--- config.mk ---
export PLATFORM = sky130hd
export DESIGN_NAME = led_boost_ldo_fault_control
export DESIGN_NICKNAME = d
export VERILOG_FILES = /design/src/include/pmic_ctrl_pkg.sv /design/src/include/pg_deglitch_if.sv /design/src/design/led_boost_ldo_fault_control.sv /design/src/design/power_good_filter.sv
export SDC_FILE = /design/constraint.sdc
export NUM_CORES = 1
export LEC_CHECK = 0
export BUFFER_PORTS_ARGS = -buffer_cell sky130_fd_sc_hd__buf_2
export CELL_PAD_IN_SITES_DETAIL_PLACEMENT = 1
export CELL_PAD_IN_SITES_GLOBAL_PLACEMENT = 1
export CORE_ASPECT_RATIO = 1.2
export CORE_UTILIZATION = 45
export CTS_BUF_LIST = sky130_fd_sc_hd__clkbuf_16
export DETAILED_ROUTE_END_ITERATION = 12
export PLACE_DENSITY = 0.81
export SKIP_LAST_GASP = 1
export SYNTH_ARGS = -nofsm -noshare
export SYNTH_HDL_FRONTEND = slang
export SYNTH_SLANG_ARGS = --single-unit
--- constraint.sdc ---
create_clock -name clk_sys_in -period 2.2 [get_ports clk_sys_in]
set_input_delay 0.22 -clock clk_sys_in [delete_from_list [all_inputs] [get_ports clk_sys_in]]
set_output_delay 0.22 -clock clk_sys_in [all_outputs]
set_load 0.03 [all_outputs]
--- src/include/pmic_ctrl_pkg.sv ---
// Shared constants and types for the LED boost, regulator and fault control block
package pmic_ctrl_pkg;
	// Register offsets
	localparam logic [7:0] ADDR_THERMAL_STATUS = 8'h08;
	localparam logic [7:0] ADDR_CHARGE_FAULT = 8'h0a;
	localparam logic [7:0] ADDR_PG_STATE = 8'h36;
	localparam logic [7:0] ADDR_PG_ROUTE = 8'h37;
	localparam logic [7:0] ADDR_BOOST_CFG = 8'h40;
	localparam logic [7:0] ADDR_GROUP_CFG = 8'h41;
	localparam logic [7:0] ADDR_LED_ENABLE = 8'h42;
	localparam logic [7:0] ADDR_LDO_CFG = 8'h43;
	localparam logic [7:0] ADDR_SINK_STATUS = 8'h44;
	localparam logic [7:0] ADDR_FADE_CODES = 8'h45;
	localparam logic [7:0] ADDR_BLINK_FIVE = 8'h46;
	localparam logic [7:0] ADDR_GROUP_CODE = 8'h47;
	localparam logic [7:0] ADDR_LDO_SWITCH = 8'h48;
	localparam logic [7:0] ADDR_SINK_CODE_BASE = 8'h50;
	// Field positions
	localparam int THERMAL_LIMIT_FLAG_BIT = 4;
	localparam int FAULT_SHUTDOWN_BIT = 0;
	localparam int FAULT_WARN_BIT = 1;
	localparam int FAULT_PEAK_BIT = 2;
	localparam int FAULT_SHORT_BIT = 3;
	localparam int PG_REG1_BIT = 0;
	localparam int BOOST_MODE_BIT = 0;
	localparam int BOOST_SCOPE_BIT = 1;
	localparam int BOOST_OVP_BIT = 2;
	localparam int BOOST_IPK_BIT = 3;
	localparam int BOOST_FADE_OVERRIDE_ENABLE_BIT = 4;
	localparam int LDO_DIS_LSB = 3;
	// Widths
	localparam int NUM_CH = 5;
	localparam int NUM_LDO = 3;
	localparam int CODE_W = 6;
	localparam int FAULT_W = 4;
	localparam int BOOST_W = 5;
	// Reset values
	localparam logic [BOOST_W-1:0] BOOST_CFG_RST = 5'h00;
	localparam logic [7:0] BYTE_RST = 8'h00;
	// Power-good deglitch timing
	localparam int unsigned CLK_PERIOD_NS = 25;
	localparam int unsigned PG_DEGLITCH_NS = 2000000;
	localparam int unsigned PG_DEGLITCH_CYCLES = (PG_DEGLITCH_NS + CLK_PERIOD_NS - 1) / CLK_PERIOD_NS;
	localparam int PG_CNT_W = 17;
	// Power-good filter states
	typedef enum logic [0:0] {
		PG_LOW = 1'b0,
		PG_HIGH = 1'b1
	} pg_state_e;
endpackage
--- src/include/pg_deglitch_if.sv ---
// Signals between the control block and the power-good deglitch filter
interface pg_deglitch_if;
	logic enable;
	logic above_assert;
	logic above_release;
	logic good;
	modport ctrl (output enable, output above_assert, output above_release, input good);
	modport filt (input enable, input above_assert, input above_release, output good);
endinterface

--- src/design/led_boost_ldo_fault_control.sv ---
// Control and status logic for LED boost, regulators, power good and thermal faults
//
// Contract
// - Mode bit zero runs boost for LEDs
// - Scope bit picks all sinks or group
// - Overvoltage select: one 5.6 V, zero 18.5 V
// - Joined channel follows channel one control
// - Override bit enables backlight fade override
// - Peak limit bit picks 600 or 300 mA
// - Stop switching above rising, resume below falling
// - Open string: sink low and overvoltage
// - Open channel off alone, flag set
// - Open channel stays off until flag cleared
// - Scope one exempts independent channels from open
// - Each regulator works as load switch
// - Discharge pull-down when enabled and regulator off
// - Route bit selects regulator one power good
// - Power good rises after deglitch, drops low
// - Power good readable, route from fuse
// - Thermal limit flag follows current reduction
// - Warning bit set above warning temperature
// - Shutdown flag stops charger until cleared
// - Fault flags clear by writing one
// - Unjoined channel uses its own settings
module led_boost_ldo_fault_control
	import pmic_ctrl_pkg::*;
#(
	parameter int unsigned PG_DEGLITCH_CYC = PG_DEGLITCH_CYCLES
) (
	input wire logic clk_sys_in,
	input wire logic rst_n_in,
	input wire logic ce_in,
	input wire logic [7:0] reg_addr_in,
	input wire logic [7:0] reg_wdata_in,
	input wire logic reg_write_in,
	input wire logic reg_read_in,
	output logic [7:0] reg_rdata_out,
	input wire logic fuse_pg_route_in,
	input wire logic ovp_rising_in,
	input wire logic ovp_falling_in,
	input wire logic [NUM_CH-1:0] sink_pin_low_in,
	input wire logic regulator_one_above_assert_in,
	input wire logic regulator_one_above_release_in,
	input wire logic die_over_warn_in,
	input wire logic die_over_shutdown_in,
	input wire logic charge_current_reduce_in,
	input wire logic peak_fault_in,
	input wire logic battery_short_in,
	output logic boost_mode_select_out,
	output logic boost_bias_scope_out,
	output logic overvoltage_threshold_select_out,
	output logic boost_peak_limit_select_out,
	output logic fade_override_enable_out,
	output logic boost_switching_out,
	output logic [NUM_CH-1:0] sink_on_out,
	output logic [NUM_CH*CODE_W-1:0] sink_current_out,
	output logic [3:0] fade_in_rate_code_out,
	output logic [3:0] fade_out_rate_code_out,
	output logic [3:0] sink_five_on_timer_out,
	output logic [3:0] sink_five_off_timer_out,
	output logic [NUM_LDO-1:0] regulator_on_out,
	output logic [NUM_LDO-1:0] regulator_load_switch_out,
	output logic [NUM_LDO-1:0] regulator_discharge_out,
	output logic power_good_out,
	output logic charger_enable_out
);
	// Sticky flag update: hardware set wins over a write-one clear
	function automatic logic [7:0] sticky_next(input logic [7:0] cur, input logic [7:0] set,
		input logic clr_hit, input logic [7:0] wdata);
		logic [7:0] clr;
		clr = clr_hit ? wdata : 8'h00;
		return (cur & ~clr) | set;
	endfunction

	logic [BOOST_W-1:0] boost_cfg_q;
	logic [NUM_CH-2:0] join_q;
	logic [NUM_CH-1:0] enable_q;
	logic [NUM_LDO-1:0] ldo_en_q;
	logic [NUM_LDO-1:0] ldo_dis_q;
	logic [NUM_LDO-1:0] ldo_sw_q;
	logic [NUM_CH-1:0] open_q;
	logic [7:0] fade_q;
	logic [7:0] blink_q;
	logic [CODE_W-1:0] group_code_q;
	logic [CODE_W-1:0] sink_code_q [NUM_CH-1];
	logic [FAULT_W-1:0] fault_q;
	logic route_q;
	logic fuse_loaded_q;
	logic boost_sw_q;
	logic [NUM_CH-1:0] sink_on_q;
	logic [NUM_CH*CODE_W-1:0] sink_current_q;
	logic [NUM_LDO-1:0] disch_q;
	logic pg_out_q;
	logic charger_en_q;
	logic [7:0] rdata_q;
	logic [7:0] rdata_d;
	logic [NUM_CH-1:0] open_d;
	logic [FAULT_W-1:0] fault_d;

	pg_deglitch_if pg_link();

	// Address decode for writes
	wire wr_boost = reg_write_in && (reg_addr_in == ADDR_BOOST_CFG);
	wire wr_group = reg_write_in && (reg_addr_in == ADDR_GROUP_CFG);
	wire wr_enable = reg_write_in && (reg_addr_in == ADDR_LED_ENABLE);
	wire wr_ldo = reg_write_in && (reg_addr_in == ADDR_LDO_CFG);
	wire wr_status = reg_write_in && (reg_addr_in == ADDR_SINK_STATUS);
	wire wr_fade = reg_write_in && (reg_addr_in == ADDR_FADE_CODES);
	wire wr_blink = reg_write_in && (reg_addr_in == ADDR_BLINK_FIVE);
	wire wr_gcode = reg_write_in && (reg_addr_in == ADDR_GROUP_CODE);
	wire wr_ldo_sw = reg_write_in && (reg_addr_in == ADDR_LDO_SWITCH);
	wire wr_fault = reg_write_in && (reg_addr_in == ADDR_CHARGE_FAULT);
	wire wr_route = reg_write_in && (reg_addr_in == ADDR_PG_ROUTE);
	wire [7:0] code_offset = reg_addr_in - ADDR_SINK_CODE_BASE;
	wire wr_scode = reg_write_in && (reg_addr_in >= ADDR_SINK_CODE_BASE)
		&& (code_offset < 8'(NUM_CH - 1));

	// Configuration bit views
	wire bias_scope = boost_cfg_q[BOOST_SCOPE_BIT];
	wire led_mode = !boost_cfg_q[BOOST_MODE_BIT];

	// Channel one is the group leader; others follow it when joined
	logic [NUM_CH-1:0] sink_want;
	logic [NUM_CH-1:0] protect;
	logic [NUM_CH*CODE_W-1:0] current_d;
	always_comb begin
		sink_want[0] = enable_q[0];
		protect[0] = 1'b1;
		current_d[CODE_W-1:0] = group_code_q;
		for (int i = 1; i < NUM_CH; i++) begin
			sink_want[i] = join_q[i-1] ? enable_q[0] : enable_q[i];
			protect[i] = !(bias_scope && !join_q[i-1]);
			current_d[i*CODE_W +: CODE_W] = join_q[i-1] ? group_code_q : sink_code_q[i-1];
		end
	end

	// Open string seen: sink pin low while output at overvoltage
	wire [NUM_CH-1:0] open_detect = sink_pin_low_in & {NUM_CH{ovp_rising_in}}
		& sink_on_q & protect;

	// Open flags and charger fault flags; hardware set beats clear
	assign open_d = NUM_CH'(sticky_next(8'(open_q), 8'(open_detect), wr_status,
		reg_wdata_in));
	wire [FAULT_W-1:0] fault_set = {battery_short_in, peak_fault_in, die_over_warn_in,
		die_over_shutdown_in};
	assign fault_d = FAULT_W'(sticky_next(8'(fault_q), 8'(fault_set), wr_fault,
		reg_wdata_in));

	// Configuration registers
	always_ff @(posedge clk_sys_in or negedge rst_n_in) begin
		if (!rst_n_in) begin
			boost_cfg_q <= BOOST_CFG_RST;
			join_q <= '0;
			enable_q <= '0;
			ldo_en_q <= '0;
			ldo_dis_q <= '0;
			ldo_sw_q <= '0;
			fade_q <= BYTE_RST;
			blink_q <= BYTE_RST;
			group_code_q <= '0;
		end else if (ce_in) begin
			if (wr_boost) boost_cfg_q <= reg_wdata_in[BOOST_W-1:0];
			if (wr_group) join_q <= reg_wdata_in[NUM_CH-2:0];
			if (wr_enable) enable_q <= reg_wdata_in[NUM_CH-1:0];
			if (wr_ldo) ldo_en_q <= reg_wdata_in[NUM_LDO-1:0];
			if (wr_ldo) ldo_dis_q <= reg_wdata_in[LDO_DIS_LSB +: NUM_LDO];
			if (wr_ldo_sw) ldo_sw_q <= reg_wdata_in[NUM_LDO-1:0];
			if (wr_fade) fade_q <= reg_wdata_in;
			if (wr_blink) blink_q <= reg_wdata_in;
			if (wr_gcode) group_code_q <= reg_wdata_in[CODE_W-1:0];
		end
	end

	// Independent sink current codes
	always_ff @(posedge clk_sys_in or negedge rst_n_in) begin
		if (!rst_n_in) begin
			for (int i = 0; i < NUM_CH - 1; i++) sink_code_q[i] <= '0;
		end else if (ce_in && wr_scode) begin
			sink_code_q[code_offset[1:0]] <= reg_wdata_in[CODE_W-1:0];
		end
	end

	// Flags and fuse-loaded route bit
	always_ff @(posedge clk_sys_in or negedge rst_n_in) begin
		if (!rst_n_in) begin
			open_q <= '0;
			fault_q <= '0;
			route_q <= 1'b0;
			fuse_loaded_q <= 1'b0;
		end else if (ce_in) begin
			open_q <= open_d;
			fault_q <= fault_d;
			fuse_loaded_q <= 1'b1;
			if (!fuse_loaded_q) route_q <= fuse_pg_route_in;
			else if (wr_route) route_q <= reg_wdata_in[PG_REG1_BIT];
		end
	end

	// Boost switching hysteresis on the overvoltage comparator
	always_ff @(posedge clk_sys_in or negedge rst_n_in) begin
		if (!rst_n_in) begin
			boost_sw_q <= 1'b0;
		end else if (ce_in) begin
			if (ovp_rising_in) boost_sw_q <= 1'b0;
			else if (ovp_falling_in) boost_sw_q <= 1'b1;
		end
	end

	// Registered outputs derived from state
	always_ff @(posedge clk_sys_in or negedge rst_n_in) begin
		if (!rst_n_in) begin
			sink_on_q <= '0;
			sink_current_q <= '0;
			disch_q <= '0;
			pg_out_q <= 1'b0;
			charger_en_q <= 1'b0;
		end else if (ce_in) begin
			sink_on_q <= sink_want & ~open_q & ~open_detect;
			sink_current_q <= current_d;
			disch_q <= ldo_dis_q & ~ldo_en_q;
			pg_out_q <= route_q && pg_link.good;
			charger_en_q <= !fault_d[FAULT_SHUTDOWN_BIT] && !die_over_shutdown_in;
		end
	end

	// Power-good deglitch filter for the first regulator
	assign pg_link.enable = ldo_en_q[0];
	assign pg_link.above_assert = regulator_one_above_assert_in;
	assign pg_link.above_release = regulator_one_above_release_in;

	power_good_filter #(
		.DEGLITCH_CYCLES(PG_DEGLITCH_CYC)
	) u_pg_filter (
		.clk_sys_in(clk_sys_in),
		.rst_n_in(rst_n_in),
		.ce_in(ce_in),
		.pg_if(pg_link)
	);

	// Register read mux; unmapped offsets read zero
	always_comb begin
		rdata_d = 8'h00;
		case (reg_addr_in)
			ADDR_THERMAL_STATUS: rdata_d[THERMAL_LIMIT_FLAG_BIT] = charge_current_reduce_in;
			ADDR_CHARGE_FAULT: rdata_d[FAULT_W-1:0] = fault_q;
			ADDR_PG_STATE: rdata_d[PG_REG1_BIT] = pg_link.good;
			ADDR_PG_ROUTE: rdata_d[PG_REG1_BIT] = route_q;
			ADDR_BOOST_CFG: rdata_d[BOOST_W-1:0] = boost_cfg_q;
			ADDR_GROUP_CFG: rdata_d[NUM_CH-2:0] = join_q;
			ADDR_LED_ENABLE: rdata_d[NUM_CH-1:0] = enable_q;
			ADDR_LDO_CFG: rdata_d[LDO_DIS_LSB+NUM_LDO-1:0] = {ldo_dis_q, ldo_en_q};
			ADDR_SINK_STATUS: rdata_d[NUM_CH-1:0] = open_q;
			ADDR_FADE_CODES: rdata_d = fade_q;
			ADDR_BLINK_FIVE: rdata_d = blink_q;
			ADDR_GROUP_CODE: rdata_d[CODE_W-1:0] = group_code_q;
			ADDR_LDO_SWITCH: rdata_d[NUM_LDO-1:0] = ldo_sw_q;
			default: begin
				if (wr_scode || (reg_addr_in >= ADDR_SINK_CODE_BASE
					&& code_offset < 8'(NUM_CH - 1))) begin
					rdata_d[CODE_W-1:0] = sink_code_q[code_offset[1:0]];
				end
			end
		endcase
	end

	// Read data captured on the read strobe
	always_ff @(posedge clk_sys_in or negedge rst_n_in) begin
		if (!rst_n_in) begin
			rdata_q <= 8'h00;
		end else if (ce_in && reg_read_in) begin
			rdata_q <= rdata_d;
		end
	end

	// Output drive
	assign reg_rdata_out = rdata_q;
	assign boost_mode_select_out = boost_cfg_q[BOOST_MODE_BIT];
	assign boost_bias_scope_out = bias_scope;
	assign overvoltage_threshold_select_out = boost_cfg_q[BOOST_OVP_BIT];
	assign boost_peak_limit_select_out = boost_cfg_q[BOOST_IPK_BIT];
	assign fade_override_enable_out = boost_cfg_q[BOOST_FADE_OVERRIDE_ENABLE_BIT];
	assign boost_switching_out = boost_sw_q && (!led_mode || (|sink_on_q));
	assign sink_on_out = sink_on_q;
	assign sink_current_out = sink_current_q;
	assign fade_in_rate_code_out = fade_q[3:0];
	assign fade_out_rate_code_out = fade_q[7:4];
	assign sink_five_on_timer_out = blink_q[3:0];
	assign sink_five_off_timer_out = blink_q[7:4];
	assign regulator_on_out = ldo_en_q;
	assign regulator_load_switch_out = ldo_sw_q;
	assign regulator_discharge_out = disch_q;
	assign power_good_out = pg_out_q;
	assign charger_enable_out = charger_en_q;

	AST_OPEN_SETS_FLAG: assert property (@(posedge clk_sys_in) disable iff (!rst_n_in)
		ce_in && open_detect[0] |=> open_q[0] && !sink_on_q[0])
		else $error("Open detect did not latch flag");
	AST_OPEN_KEEPS_OFF: assert property (@(posedge clk_sys_in) disable iff (!rst_n_in)
		ce_in && open_q[1] |=> !sink_on_q[1])
		else $error("Open channel turned back on");
	AST_OPEN_W1C: assert property (@(posedge clk_sys_in) disable iff (!rst_n_in)
		ce_in && wr_status && reg_wdata_in[1] && !open_detect[1] |=> !open_q[1])
		else $error("Open flag not cleared by write one");
	AST_INDEP_EXEMPT: assert property (@(posedge clk_sys_in) disable iff (!rst_n_in)
		bias_scope && !join_q[3] |-> !open_detect[4])
		else $error("Independent channel flagged open under split bias");
	AST_OVP_STOPS: assert property (@(posedge clk_sys_in) disable iff (!rst_n_in)
		ce_in && ovp_rising_in |=> !boost_switching_out)
		else $error("Boost kept switching above overvoltage");
	AST_GROUP_FOLLOWS: assert property (@(posedge clk_sys_in) disable iff (!rst_n_in)
		ce_in && join_q[0] && enable_q[0] && !open_q[1] && !open_detect[1] |=> sink_on_q[1])
		else $error("Joined channel did not follow backlight");
	AST_DISCHARGE: assert property (@(posedge clk_sys_in) disable iff (!rst_n_in)
		ce_in && ldo_dis_q[0] && !ldo_en_q[0] |=> regulator_discharge_out[0])
		else $error("Discharge not applied to disabled regulator");
	AST_SHUTDOWN: assert property (@(posedge clk_sys_in) disable iff (!rst_n_in)
		ce_in && die_over_shutdown_in |=> fault_q[FAULT_SHUTDOWN_BIT] && !charger_enable_out)
		else $error("Shutdown did not stop charger");
	AST_PG_ROUTE: assert property (@(posedge clk_sys_in) disable iff (!rst_n_in)
		ce_in && !route_q |=> !power_good_out)
		else $error("Power good driven while not routed");
endmodule // led_boost_ldo_fault_control

--- src/design/power_good_filter.sv ---
// Deglitch filter for the first regulator power-good comparator
module power_good_filter
	import pmic_ctrl_pkg::*;
#(
	parameter int unsigned DEGLITCH_CYCLES = PG_DEGLITCH_CYCLES
) (
	input wire logic clk_sys_in,
	input wire logic rst_n_in,
	input wire logic ce_in,
	pg_deglitch_if.filt pg_if
);
	localparam logic [PG_CNT_W-1:0] LAST_CNT = PG_CNT_W'(DEGLITCH_CYCLES - 1);

	pg_state_e state_q;
	pg_state_e state_d;
	logic [PG_CNT_W-1:0] count_q;
	logic [PG_CNT_W-1:0] count_d;

	// Count restarts whenever level drops below assert point
	always_comb begin
		state_d = state_q;
		count_d = '0;
		case (state_q)
			PG_LOW: begin
				if (pg_if.enable && pg_if.above_assert) begin
					if (count_q == LAST_CNT) begin
						state_d = PG_HIGH;
					end else begin
						count_d = count_q + 1'b1;
					end
				end
			end
			PG_HIGH: begin
				if (!pg_if.enable || !pg_if.above_release) begin
					state_d = PG_LOW;
				end
			end
			default: state_d = PG_LOW;
		endcase
	end

	// State and counter flops
	always_ff @(posedge clk_sys_in or negedge rst_n_in) begin
		if (!rst_n_in) begin
			state_q <= PG_LOW;
			count_q <= '0;
		end else if (ce_in) begin
			state_q <= state_d;
			count_q <= count_d;
		end
	end

	assign pg_if.good = (state_q == PG_HIGH);

	AST_PG_RISE_AFTER_COUNT: assert property (@(posedge clk_sys_in) disable iff (!rst_n_in)
		$rose(pg_if.good) |-> $past(count_q) == LAST_CNT)
		else $error("Power good rose before full deglitch count");
	AST_PG_COUNT_RESTART: assert property (@(posedge clk_sys_in) disable iff (!rst_n_in)
		ce_in && state_q == PG_LOW && !pg_if.above_assert |=> count_q == '0)
		else $error("Deglitch count did not restart");
	AST_PG_FALL_AT_RELEASE: assert property (@(posedge clk_sys_in) disable iff (!rst_n_in)
		ce_in && pg_if.good && !pg_if.above_release |=> !pg_if.good)
		else $error("Power good did not drop at release level");
endmodule // power_good_filter

==> report_table.html, run 1 <==
<table>
<tr><th>Metric</th><th>Value</th></tr>
<tr><th colspan="2">Clock network</th></tr>
<tr><td>Library cell used as clock root buffer</td><td>clkbuf_16</td></tr>
<tr><td>Num CTS Buffers</td><td>17</td></tr>
<tr><td>Clock H-tree levels</td><td>4</td></tr>
<tr><td>Register clock-pin slew on the reported worst setup and hold paths</td><td>0.06 ns</td></tr>
<tr><td>Clock latency on the worst-skew pair</td><td>0.43 ns</td></tr>
<tr><td>CTS tree</td><td>done</td></tr>
<tr><td>Clock sink total</td><td>147</td></tr>
<tr><td>Buffer count from post-CTS setup fixing</td><td>0</td></tr>
<tr><td>Clock Path Buffers</td><td>2</td></tr>
<tr><th colspan="2">STA</th></tr>
<tr><td>Period utilisation layout</td><td>95.3%</td></tr>
<tr><td>RSZ-0062 raised after global routing</td><td>false</td></tr>
<tr><td>Post-route setup TNS</td><td>0 ns</td></tr>
<tr><td>Timing-limited maximum frequency</td><td>0.477 GHz</td></tr>
<tr><td>Crit path time final</td><td>2.10 ns</td></tr>
<tr><td>Number of pins exceeding their max-slew limit in the final report</td><td>0</td></tr>
<tr><td>Worst-margin pin slew</td><td>0.767 ns</td></tr>
<tr><td>Final-report setup violation count</td><td>0</td></tr>
<tr><td>Final clock skew</td><td>0.00947 ns</td></tr>
<tr><td>Relative slew slack</td><td>48.4%</td></tr>
<tr><td>Final hold violation count</td><td>0</td></tr>
<tr><th colspan="2">Setup path</th></tr>
<tr><td>Largest fanout on the critical path</td><td>23</td></tr>
<tr><td>Kind of start point of the critical path</td><td>flip-flop</td></tr>
<tr><td>Sort of element at the end of the critical path</td><td>flip-flop</td></tr>
<tr><td>Startpoint-to-endpoint class of the critical path</td><td>reg2reg</td></tr>
<tr><td>Required time of the worst setup path</td><td>2.46 ns</td></tr>
<tr><td>Arrival time of data at the critical path endpoint</td><td>2.36 ns</td></tr>
<tr><th colspan="2">Synth</th></tr>
<tr><td>Post-Syn Area per Cell</td><td>11.5 um^2</td></tr>
<tr><td>YS warnings</td><td>0</td></tr>
<tr><td>Share of synthesized registers carrying an async set or reset</td><td>100%</td></tr>
<tr><td>Mapped Cells</td><td>612</td></tr>
<tr><td>Register bit count reported by yosys</td><td>147</td></tr>
<tr><td>Unique masters post-synth</td><td>57</td></tr>
<tr><td>Net count after synthesis</td><td>649</td></tr>
<tr><td>Post-Syn Area</td><td>7010 um^2</td></tr>
<tr><td>Number of enable flip-flop cells after synthesis</td><td>0</td></tr>
<tr><td>Dominant register cell in the synthesized netlist</td><td>dfrtp_1</td></tr>
<tr><td>Sequential-to-total area share from yosys stat</td><td>52.5%</td></tr>
<tr><th colspan="2">Routing</th></tr>
<tr><td>Iteration-0 DRC Markers</td><td>347</td></tr>
<tr><td>Drc violations</td><td>0</td></tr>
<tr><td>Detailed Routing Iterations Pass 1</td><td>5</td></tr>
<tr><td>Drt wl/cell</td><td>23.3 um</td></tr>
<tr><td>Routed vias/inst</td><td>6.01</td></tr>
<tr><td>Final Routed Wirelength</td><td>22.3 mm</td></tr>
<tr><td>Post-DRT Antenna Nets</td><td>0</td></tr>
<tr><td>Detailed-route via count</td><td>5736</td></tr>
<tr><th colspan="2">Power and ir drop</th></tr>
<tr><td>Power share of the sequential group</td><td>43.3%</td></tr>
<tr><td>Internal power summed over all cells</td><td>5010 uW</td></tr>
<tr><td>IR drop worst, VDD</td><td>0.517 mV</td></tr>
<tr><td>Static leakage</td><td>0.00400 uW</td></tr>
<tr><td>NetSw</td><td>1690 uW</td></tr>
<tr><td>Share of power burned in the clock network</td><td>47.4%</td></tr>
<tr><td>Pwr Density</td><td>780 nW/um^2</td></tr>
<tr><td>Fraction of power spent switching nets</td><td>25.2%</td></tr>
<tr><td>Proportion of power drawn by combinational gates</td><td>9.3%</td></tr>
<tr><th colspan="2">Die</th></tr>
<tr><td>Starting Density</td><td>46.5%</td></tr>
<tr><td>Area enclosed by the die boundary</td><td>16100 um^2</td></tr>
<tr><td>Number of primary I/O pins</td><td>112</td></tr>
<tr><td>Chip height</td><td>139 um</td></tr>
<tr><td>Total core area</td><td>15100 um^2</td></tr>
<tr><td>Cell row count</td><td>49</td></tr>
<tr><td>Die width</td><td>116 um</td></tr>
<tr><th colspan="2">Global route</th></tr>
<tr><td>Initial antenna violation count</td><td>1</td></tr>
<tr><td>Wire length of the first global-routing pass</td><td>35.7 mm</td></tr>
<tr><td>Vias in the first global route</td><td>6404</td></tr>
<tr><td>Maximum number of pins on one net before global-route repair</td><td>67</td></tr>
<tr><td>Gr usage total</td><td>29.7%</td></tr>
<tr><td>Remaining global-route overflow</td><td>0</td></tr>
<tr><th colspan="2">Place</th></tr>
<tr><td>Port bufs</td><td>111</td></tr>
<tr><td>Final HPWL from detailed placement</td><td>15.6 mm</td></tr>
<tr><td>Placer congestion estimate</td><td>0.921</td></tr>
<tr><th colspan="2">Cells and area</th></tr>
<tr><td>Post-route core utilization</td><td>57.0%</td></tr>
<tr><td>Filler cell count in the final layout</td><td>1640</td></tr>
<tr><td>Share of layout cells above drive strength 1</td><td>36.4%</td></tr>
<tr><td>Net count, final</td><td>775</td></tr>
<tr><td>P&amp;R area growth vs syn</td><td>22.6%</td></tr>
<tr><th colspan="2">Flow run</th></tr>
<tr><td>Maximum capacitance violations</td><td>0</td></tr>
<tr><th colspan="2">Min path</th></tr>
<tr><td>HP Class</td><td>in2reg</td></tr>
<tr><th colspan="2">Run status</th></tr>
<tr><td>Status</td><td>completed</td></tr>
</table>
-- placed cells by master (no fill, tap or decap), types with 3 or more instances in the layout --
cell type and instances:
a22oi_1 8, inv_1 11, clkbuf_16 17, nand2_1 45, a32o_1 3, nor3_1 5, buf_2 110, a41oi_1 6
clkinv_4 4, mux2i_1 32, o22ai_1 3, nand3_1 31, and3_1 3, mux4_2 7, o21ai_0 14, mux2_2 82
nand4_1 12, o41ai_1 5, dfrtp_1 147, bufinv_16 5, nor2_1 43, a31oi_1 10, a21oi_1 42, and2_1 6
a22o_1 15, buf_4 31, nor2b_1 5
-- per-stage QoR --
stage | cells | setup slack (ns) | area (um^2) | power [uW] | hold slack (ns)
final | 955 | 0.104 | 8600 | 6700 | 0.0227
after global routing | 955 | 0.00297 | 8600 | 6890 | 0.0161
after CTS | 954 | 0.00850 | 8590 | 6730 | 0.0144
after global placement | 922 | 0.113 | 7930 | 3530 | 0.203
after detailed placement | 922 | -0.0445 | 7930 | 3560 | 0.207
after floorplan | 612 | 0.250 | 7010 | 3260 | -0.0756
-- worst max-delay path, cell delays in order (launching register included) --
cell and delay (ns):
dfrtp_1 0.45, or4b_4 0.58, nor4_4 0.30, a21oi_4 0.24, a41oi_1 0.28, a31oi_1 0.08
-- final cells by class --
| class | instances | area, um^2 | share of cell area (%) |
|---|---|---|---|
| Antenna cell | 1 | 2.50 | 0.0291 |
| Clock buffer | 17 | 425 | 4.95 |
| Clock inverter | 14 | 211 | 2.46 |
| Inverter | 10 | 37.5 | 0.437 |
| Multi-Input combinational cell | 417 | 3140 | 36.5 |
| Sequential cell | 147 | 3680 | 42.8 |
| Tap cell | 204 | 255 | 2.97 |
| Timing Repair Buffer | 145 | 845 | 9.83 |
-- path summary, 6_finish.rpt --
check | from | end | slack [ns] | cells past startpoint
hold / removal | peak_fault_in | fault_q[2]$_DFFE_PN0P_ | 0.02 | 2
setup / recovery | u_pg_filter.count_q[10]$_DFFE_PN0P_ | u_pg_filter.count_q[3]$_DFFE_PN0P_ | 0.10 | 5
hold reg to reg | reg_rdata_out[6]$_DFFE_PN0P_ | reg_rdata_out[6]$_DFFE_PN0P_ | 0.49 | 2
max in group asynchronous | rst_n_in | boost_cfg_q[4]$_DFFE_PN0P_ | 1.24 | 3
setup reg to reg | u_pg_filter.count_q[10]$_DFFE_PN0P_ | u_pg_filter.count_q[3]$_DFFE_PN0P_ | 0.10 | 5
min in group asynchronous | rst_n_in | u_pg_filter.count_q[3]$_DFFE_PN0P_ | 0.32 | 2
-- registers in the layout, indices dropped and copies added, names as in the netlist, 3 cells and up --
name / cells
sink_current_out: 30
sink_code_q: 24
u_pg_filter.count_q: 17
blink_q: 8
fade_q: 8
reg_rdata_out: 8
group_code_q: 6
boost_cfg_q: 5
enable_q: 5
open_q: 5
sink_on_out: 5
fault_q: 4
join_q: 4
ldo_dis_q: 3
regulator_discharge_out: 3
regulator_load_switch_out: 3
regulator_on_out: 3
-- cell families after synthesis --
logic type,Yosys count,share of synthesized area [%]
simple gates,169,12.1
compound gates,125,12.1
mux,121,20.0
buf+inv,48,3.00
fa+ha+maj,1,0.178
xor+xnor,1,0.125
flops,147,52.5
-- layer usage --
| layer | routed length, um | global-route usage (%) |
|---|---|---|
| met1 | 8850 | 36.3 |
| met3 | 1000 | 5.73 |
| met5 | 0 | 0 |
| met4 | 762 | 13.6 |
| met2 | 11700 | 50.1 |
-- synth_stat cells, types with 5 or more instances --
master	count	area share [%]
nand2_1	45	2.4
mux4_2	7	2.2
nand3_1	31	2.2
a41oi_1	6	0.75
a22oi_1	8	0.86
inv_1	10	0.54
mux2_2	82	13
a31oi_1	10	0.89
buf_2	6	0.43
o41ai_1	5	0.62
dfrtp_1	147	52
o21ai_0	14	1.0
a22o_1	15	1.9
nand4_1	12	1.1
and2_1	6	0.54
a21oi_1	42	3.0
nor2_1	43	2.3
mux2i_1	32	4.6
clkbuf_1	24	1.3
nor2b_1	5	0.45
nor3_1	6	0.43
-- repair_timing --
action                                  4_1_cts  5_1_grt
endpoints found under the setup margin        6        5
resized for setup                             1        1
hold buffers                                  1        0
hold endpoints to repair                     50        0
pin swaps                                     0        1
-- power by group through the flow --
stage	registers [uW]	logic (uW)	clock network, uW
final	2900	625	3180
after CTS	2900	629	3200
after global routing	2910	668	3310
after floorplan	3030	230	0
after detailed placement	2940	620	0
after global placement	2940	598	0
Note: power is estimated with default switching activity, not from simulation.
==> inputs of run 2 (changes only) <==
Settings changed: PLACE_DENSITY 0.81 to default, PLACE_DENSITY_LB_ADDON from default to 0.1, SYNTH_HIERARCHICAL from default to 1.
==> run 2 against run 1 <==
Via count decreased by 3.7%. Combinational power rose by 5.0%. Cell area is 0.22% higher. Total power decreased by 3.6%. Register-to-register slack got worse by 0.07 ns. Clock power decreased by 8.8%. Largest power group is now registers. Sequential power is essentially flat. Flip-flop and latch count unchanged.
==> report_table.html, run 2 <==
<table>
<tr><th>Metric</th><th>Value</th></tr>
<tr><th colspan="2">Run status</th></tr>
<tr><td>Status</td><td>completed</td></tr>
<tr><th colspan="2">Die</th></tr>
<tr><td>Starting Density</td><td>46.7%</td></tr>
<tr><td>Chip height</td><td>140 um</td></tr>
<tr><td>Cell row count</td><td>49</td></tr>
<tr><td>Area enclosed by the die boundary</td><td>16300 um^2</td></tr>
<tr><td>Die width</td><td>117 um</td></tr>
<tr><td>Number of primary I/O pins</td><td>112</td></tr>
<tr><td>Total core area</td><td>15200 um^2</td></tr>
<tr><th colspan="2">Clock network</th></tr>
<tr><td>Clock latency on the worst-skew pair</td><td>0.43 ns</td></tr>
<tr><td>Buffer count from post-CTS setup fixing</td><td>0</td></tr>
<tr><td>Register clock-pin slew on the reported worst setup and hold paths</td><td>0.06 ns</td></tr>
<tr><td>Clock sink total</td><td>147</td></tr>
<tr><td>Clock H-tree levels</td><td>4</td></tr>
<tr><td>Library cell used as clock root buffer</td><td>clkbuf_16</td></tr>
<tr><td>Num CTS Buffers</td><td>17</td></tr>
<tr><td>CTS tree</td><td>done</td></tr>
<tr><td>Clock Path Buffers</td><td>2</td></tr>
<tr><th colspan="2">STA</th></tr>
<tr><td>Final hold violation count</td><td>0</td></tr>
<tr><td>Final clock skew</td><td>0.00798 ns</td></tr>
<tr><td>Period utilisation layout</td><td>98.5%</td></tr>
<tr><td>Worst-margin pin slew</td><td>0.711 ns</td></tr>
<tr><td>Worst hold slack</td><td>0.0319 ns</td></tr>
<tr><td>Final-report setup violation count</td><td>0</td></tr>
<tr><td>Timing-limited maximum frequency</td><td>0.462 GHz</td></tr>
<tr><td>Crit path time final</td><td>2.17 ns</td></tr>
<tr><td>RSZ-0062 raised after global routing</td><td>false</td></tr>
<tr><td>Relative slew slack</td><td>51.4%</td></tr>
<tr><td>Post-route setup TNS</td><td>0 ns</td></tr>
<tr><td>Number of pins exceeding their max-slew limit in the final report</td><td>0</td></tr>
<tr><th colspan="2">Setup path</th></tr>
<tr><td>Largest fanout on the critical path</td><td>7</td></tr>
<tr><td>Series of cell instances along the critical path</td><td>mux2_2, a221oi_1, a211oi_1, a2111oi_0, a31oi_1</td></tr>
<tr><td>Kind of start point of the critical path</td><td>flip-flop</td></tr>
<tr><td>Startpoint-to-endpoint class of the critical path</td><td>reg2reg</td></tr>
<tr><td>Arrival time of data at the critical path endpoint</td><td>2.44 ns</td></tr>
<tr><td>Slowest cell delay on critical path</td><td>0.64 ns</td></tr>
<tr><td>Required time of the worst setup path</td><td>2.47 ns</td></tr>
<tr><td>Worst-path cell with the longest stage delay</td><td>a2111oi_0</td></tr>
<tr><td>Sort of element at the end of the critical path</td><td>flip-flop</td></tr>
<tr><th colspan="2">Cells and area</th></tr>
<tr><td>P&amp;R area growth vs syn</td><td>21.3%</td></tr>
<tr><td>Filler cell count in the final layout</td><td>1617</td></tr>
<tr><td>Antenna cell count</td><td>0</td></tr>
<tr><td>Number of flip-flops in the largest register</td><td>30</td></tr>
<tr><td>Share of layout cells above drive strength 1</td><td>37.6%</td></tr>
<tr><td>Leading cell types in the layout, fill and taps excluded</td><td>147 x dfrtp_1, 109 x buf_2, 83 x mux2_2</td></tr>
<tr><td>Leading cell type in the layout, fill and taps excluded</td><td>dfrtp_1</td></tr>
<tr><td>Net count, final</td><td>767</td></tr>
<tr><th colspan="2">Global route</th></tr>
<tr><td>Initial antenna violation count</td><td>0</td></tr>
<tr><td>Maximum number of pins on one net before global-route repair</td><td>67</td></tr>
<tr><td>Gr usage total</td><td>28.0%</td></tr>
<tr><td>Vias in the first global route</td><td>5847</td></tr>
<tr><td>Wire length of the first global-routing pass</td><td>33.7 mm</td></tr>
<tr><td>Remaining global-route overflow</td><td>0</td></tr>
<tr><th colspan="2">Routing</th></tr>
<tr><td>Detail Route met3 WL</td><td>775 um</td></tr>
<tr><td>Highest routed metal layer</td><td>met4</td></tr>
<tr><td>Routed vias/inst</td><td>5.84</td></tr>
<tr><td>Detailed Routing Iterations Pass 1</td><td>5</td></tr>
<tr><td>Drt wl/cell</td><td>22.5 um</td></tr>
<tr><td>Iteration-0 DRC Markers</td><td>361</td></tr>
<tr><td>Drc violations</td><td>0</td></tr>
<tr><td>Post-DRT Antenna Nets</td><td>0</td></tr>
<tr><td>Detailed-route via count</td><td>5526</td></tr>
<tr><td>Met1 WL</td><td>9.05 mm</td></tr>
<tr><td>Total length of routed met2 wires</td><td>10.9 mm</td></tr>
<tr><td>Final Routed Wirelength</td><td>21.2 mm</td></tr>
<tr><th colspan="2">Power and ir drop</th></tr>
<tr><td>Pwr Density</td><td>750 nW/um^2</td></tr>
<tr><td>IR drop worst, VDD</td><td>0.534 mV</td></tr>
<tr><td>Overall power</td><td>6460 uW</td></tr>
<tr><td>Static leakage</td><td>0.00401 uW</td></tr>
<tr><th colspan="2">Place</th></tr>
<tr><td>Port bufs</td><td>111</td></tr>
<tr><td>Final HPWL from detailed placement</td><td>15.0 mm</td></tr>
<tr><td>Placer congestion estimate</td><td>0.861</td></tr>
<tr><th colspan="2">Synth</th></tr>
<tr><td>Dominant register cell in the synthesized netlist</td><td>dfrtp_1</td></tr>
<tr><td>Net count after synthesis</td><td>644</td></tr>
<tr><td>Mapped Cells</td><td>607</td></tr>
<tr><td>Share of synthesized registers carrying an async set or reset</td><td>100%</td></tr>
<tr><td>Most common cell in the netlist</td><td>dfrtp_1</td></tr>
<tr><td>Ranking of synthesized cells by area</td><td>dfrtp_1 52%, mux2_2 13%, mux2i_1 4.9%, a21oi_1 3.0%, mux4_2 2.5%</td></tr>
<tr><td>Synth area leader</td><td>dfrtp_1</td></tr>
<tr><td>Unique masters post-synth</td><td>65</td></tr>
<tr><td>Top cell types by occurrence after synthesis</td><td>147 x dfrtp_1, 83 x mux2_2, 42 x a21oi_1, 42 x nor2_1, 40 x nand2_1</td></tr>
<tr><td>Post-Syn Area</td><td>7100 um^2</td></tr>
<tr><td>Portion of synthesized cell area occupied by the leading cell type</td><td>51.8%</td></tr>
<tr><td>Post-Syn Area per Cell</td><td>11.7 um^2</td></tr>
<tr><td>Number of enable flip-flop cells after synthesis</td><td>0</td></tr>
<tr><td>Sequential-to-total area share from yosys stat</td><td>51.8%</td></tr>
<tr><td>Register bit count reported by yosys</td><td>147</td></tr>
<tr><td>YS warnings</td><td>6</td></tr>
<tr><th colspan="2">Flow run</th></tr>
<tr><td>Maximum capacitance violations</td><td>0</td></tr>
<tr><th colspan="2">Min path</th></tr>
<tr><td>HP Class</td><td>in2reg</td></tr>
</table>
run 2: changes by cell type in the layout (fill, tap and decap cells not counted), moves of 5 or more:
cell	before	now
inv_1	11	16
a31oi_1	10	5
o311ai_0	0	6
nand3_1	31	23
o41ai_1	5	0
buf_4	31	25
nand2_1	45	40
run 2: logic make-up (layout without fill, tap and decap cells):
logic type | Yosys count | count (layout) | synth area share (%)
simple gates | 166 | 166 | 13.3
xor+xnor | 2 | 2 | 0.247
buf+inv | 50 | 185 | 2.94
compound gates | 114 | 114 | 10.7
flops | 147 | 147 | 51.8
mux | 127 | 127 | 20.8
fa+ha+maj | 1 | 1 | 0.176
run 2: through the flow:
stage               setup WS, ns  utilization (%)  cells  instance area [um^2]
CTS                       0.0767             56.6    946                  8610
global placement          0.0682             52.7    914                  8010
floorplan                  0.355                -    607                  7100
global route              0.0404             56.7    946                  8610
finish                    0.0338             56.7    946                  8610
detailed placement       -0.0499             52.7    914                  8010
run 2: layout make-up:
| cell class | count | area, um^2 | share of cell area (%) |
|---|---|---|---|
| Multi-Input combinational cell | 410 | 3220 | 37.4 |
| Inverter | 15 | 56.3 | 0.654 |
| Sequential cell | 147 | 3680 | 42.7 |
| Timing Repair Buffer | 139 | 815 | 9.46 |
| Clock inverter | 14 | 164 | 1.90 |
| Clock buffer | 17 | 425 | 4.94 |
| Tap cell | 204 | 255 | 2.96 |
run 2: critical path: cells and delay by family, from the launching register on:
kind | cells | cell delay (ns)
flops | 1 | 0.48
mux | 1 | 0.31
compound gates | 4 | 1.22
run 2: per-layer routing:
layer | vias up | global-route usage [%]
met5 | - | 0
met4 | 0 | 11.1
met3 | 30 | 4.27
met2 | 136 | 46.2
met1 | 2870 | 36.7
li1 | 2490 | -
run 2: worst paths after layout:
path | start | endpoint | slack, ns | cells after the start
worst max-delay path | regulator_on_out[0]$_DFFE_PN0P_ | reg_rdata_out[0]$_DFFE_PN0P_ | 0.03 | 5
worst min-delay path | die_over_warn_in | fault_q[1]$_DFFE_PN0P_ | 0.03 | 2
worst max register to register | regulator_on_out[0]$_DFFE_PN0P_ | reg_rdata_out[0]$_DFFE_PN0P_ | 0.03 | 5
worst min register to register | charger_enable_out$_DFFE_PN0P_ | charger_enable_out$_DFFE_PN0P_ | 0.50 | 1
max in group asynchronous | rst_n_in | u_pg_filter/count_q[6]$_DFFE_PN0P_ | 1.09 | 3
min in group asynchronous | rst_n_in | u_pg_filter/count_q[12]$_DFFE_PN0P_ | 0.31 | 2
run 2: repair_timing:
action,CTS,global route
endpoints found under the hold margin,45,0
setup endpoints to repair,1,11
gates resized for setup,1,1
hold buffers,1,0
run 2: power by group:
part | total (uW) | internal [uW] | leakage [uW] | switching, uW
combinational | 656 | 218 | 0.00175 | 438
sequential | 2900 | 2810 | 0.00197 | 93.5
clock | 2900 | 1770 | 0.000290 | 1130
total | 6460 | 4790 | 0.00401 | 1670
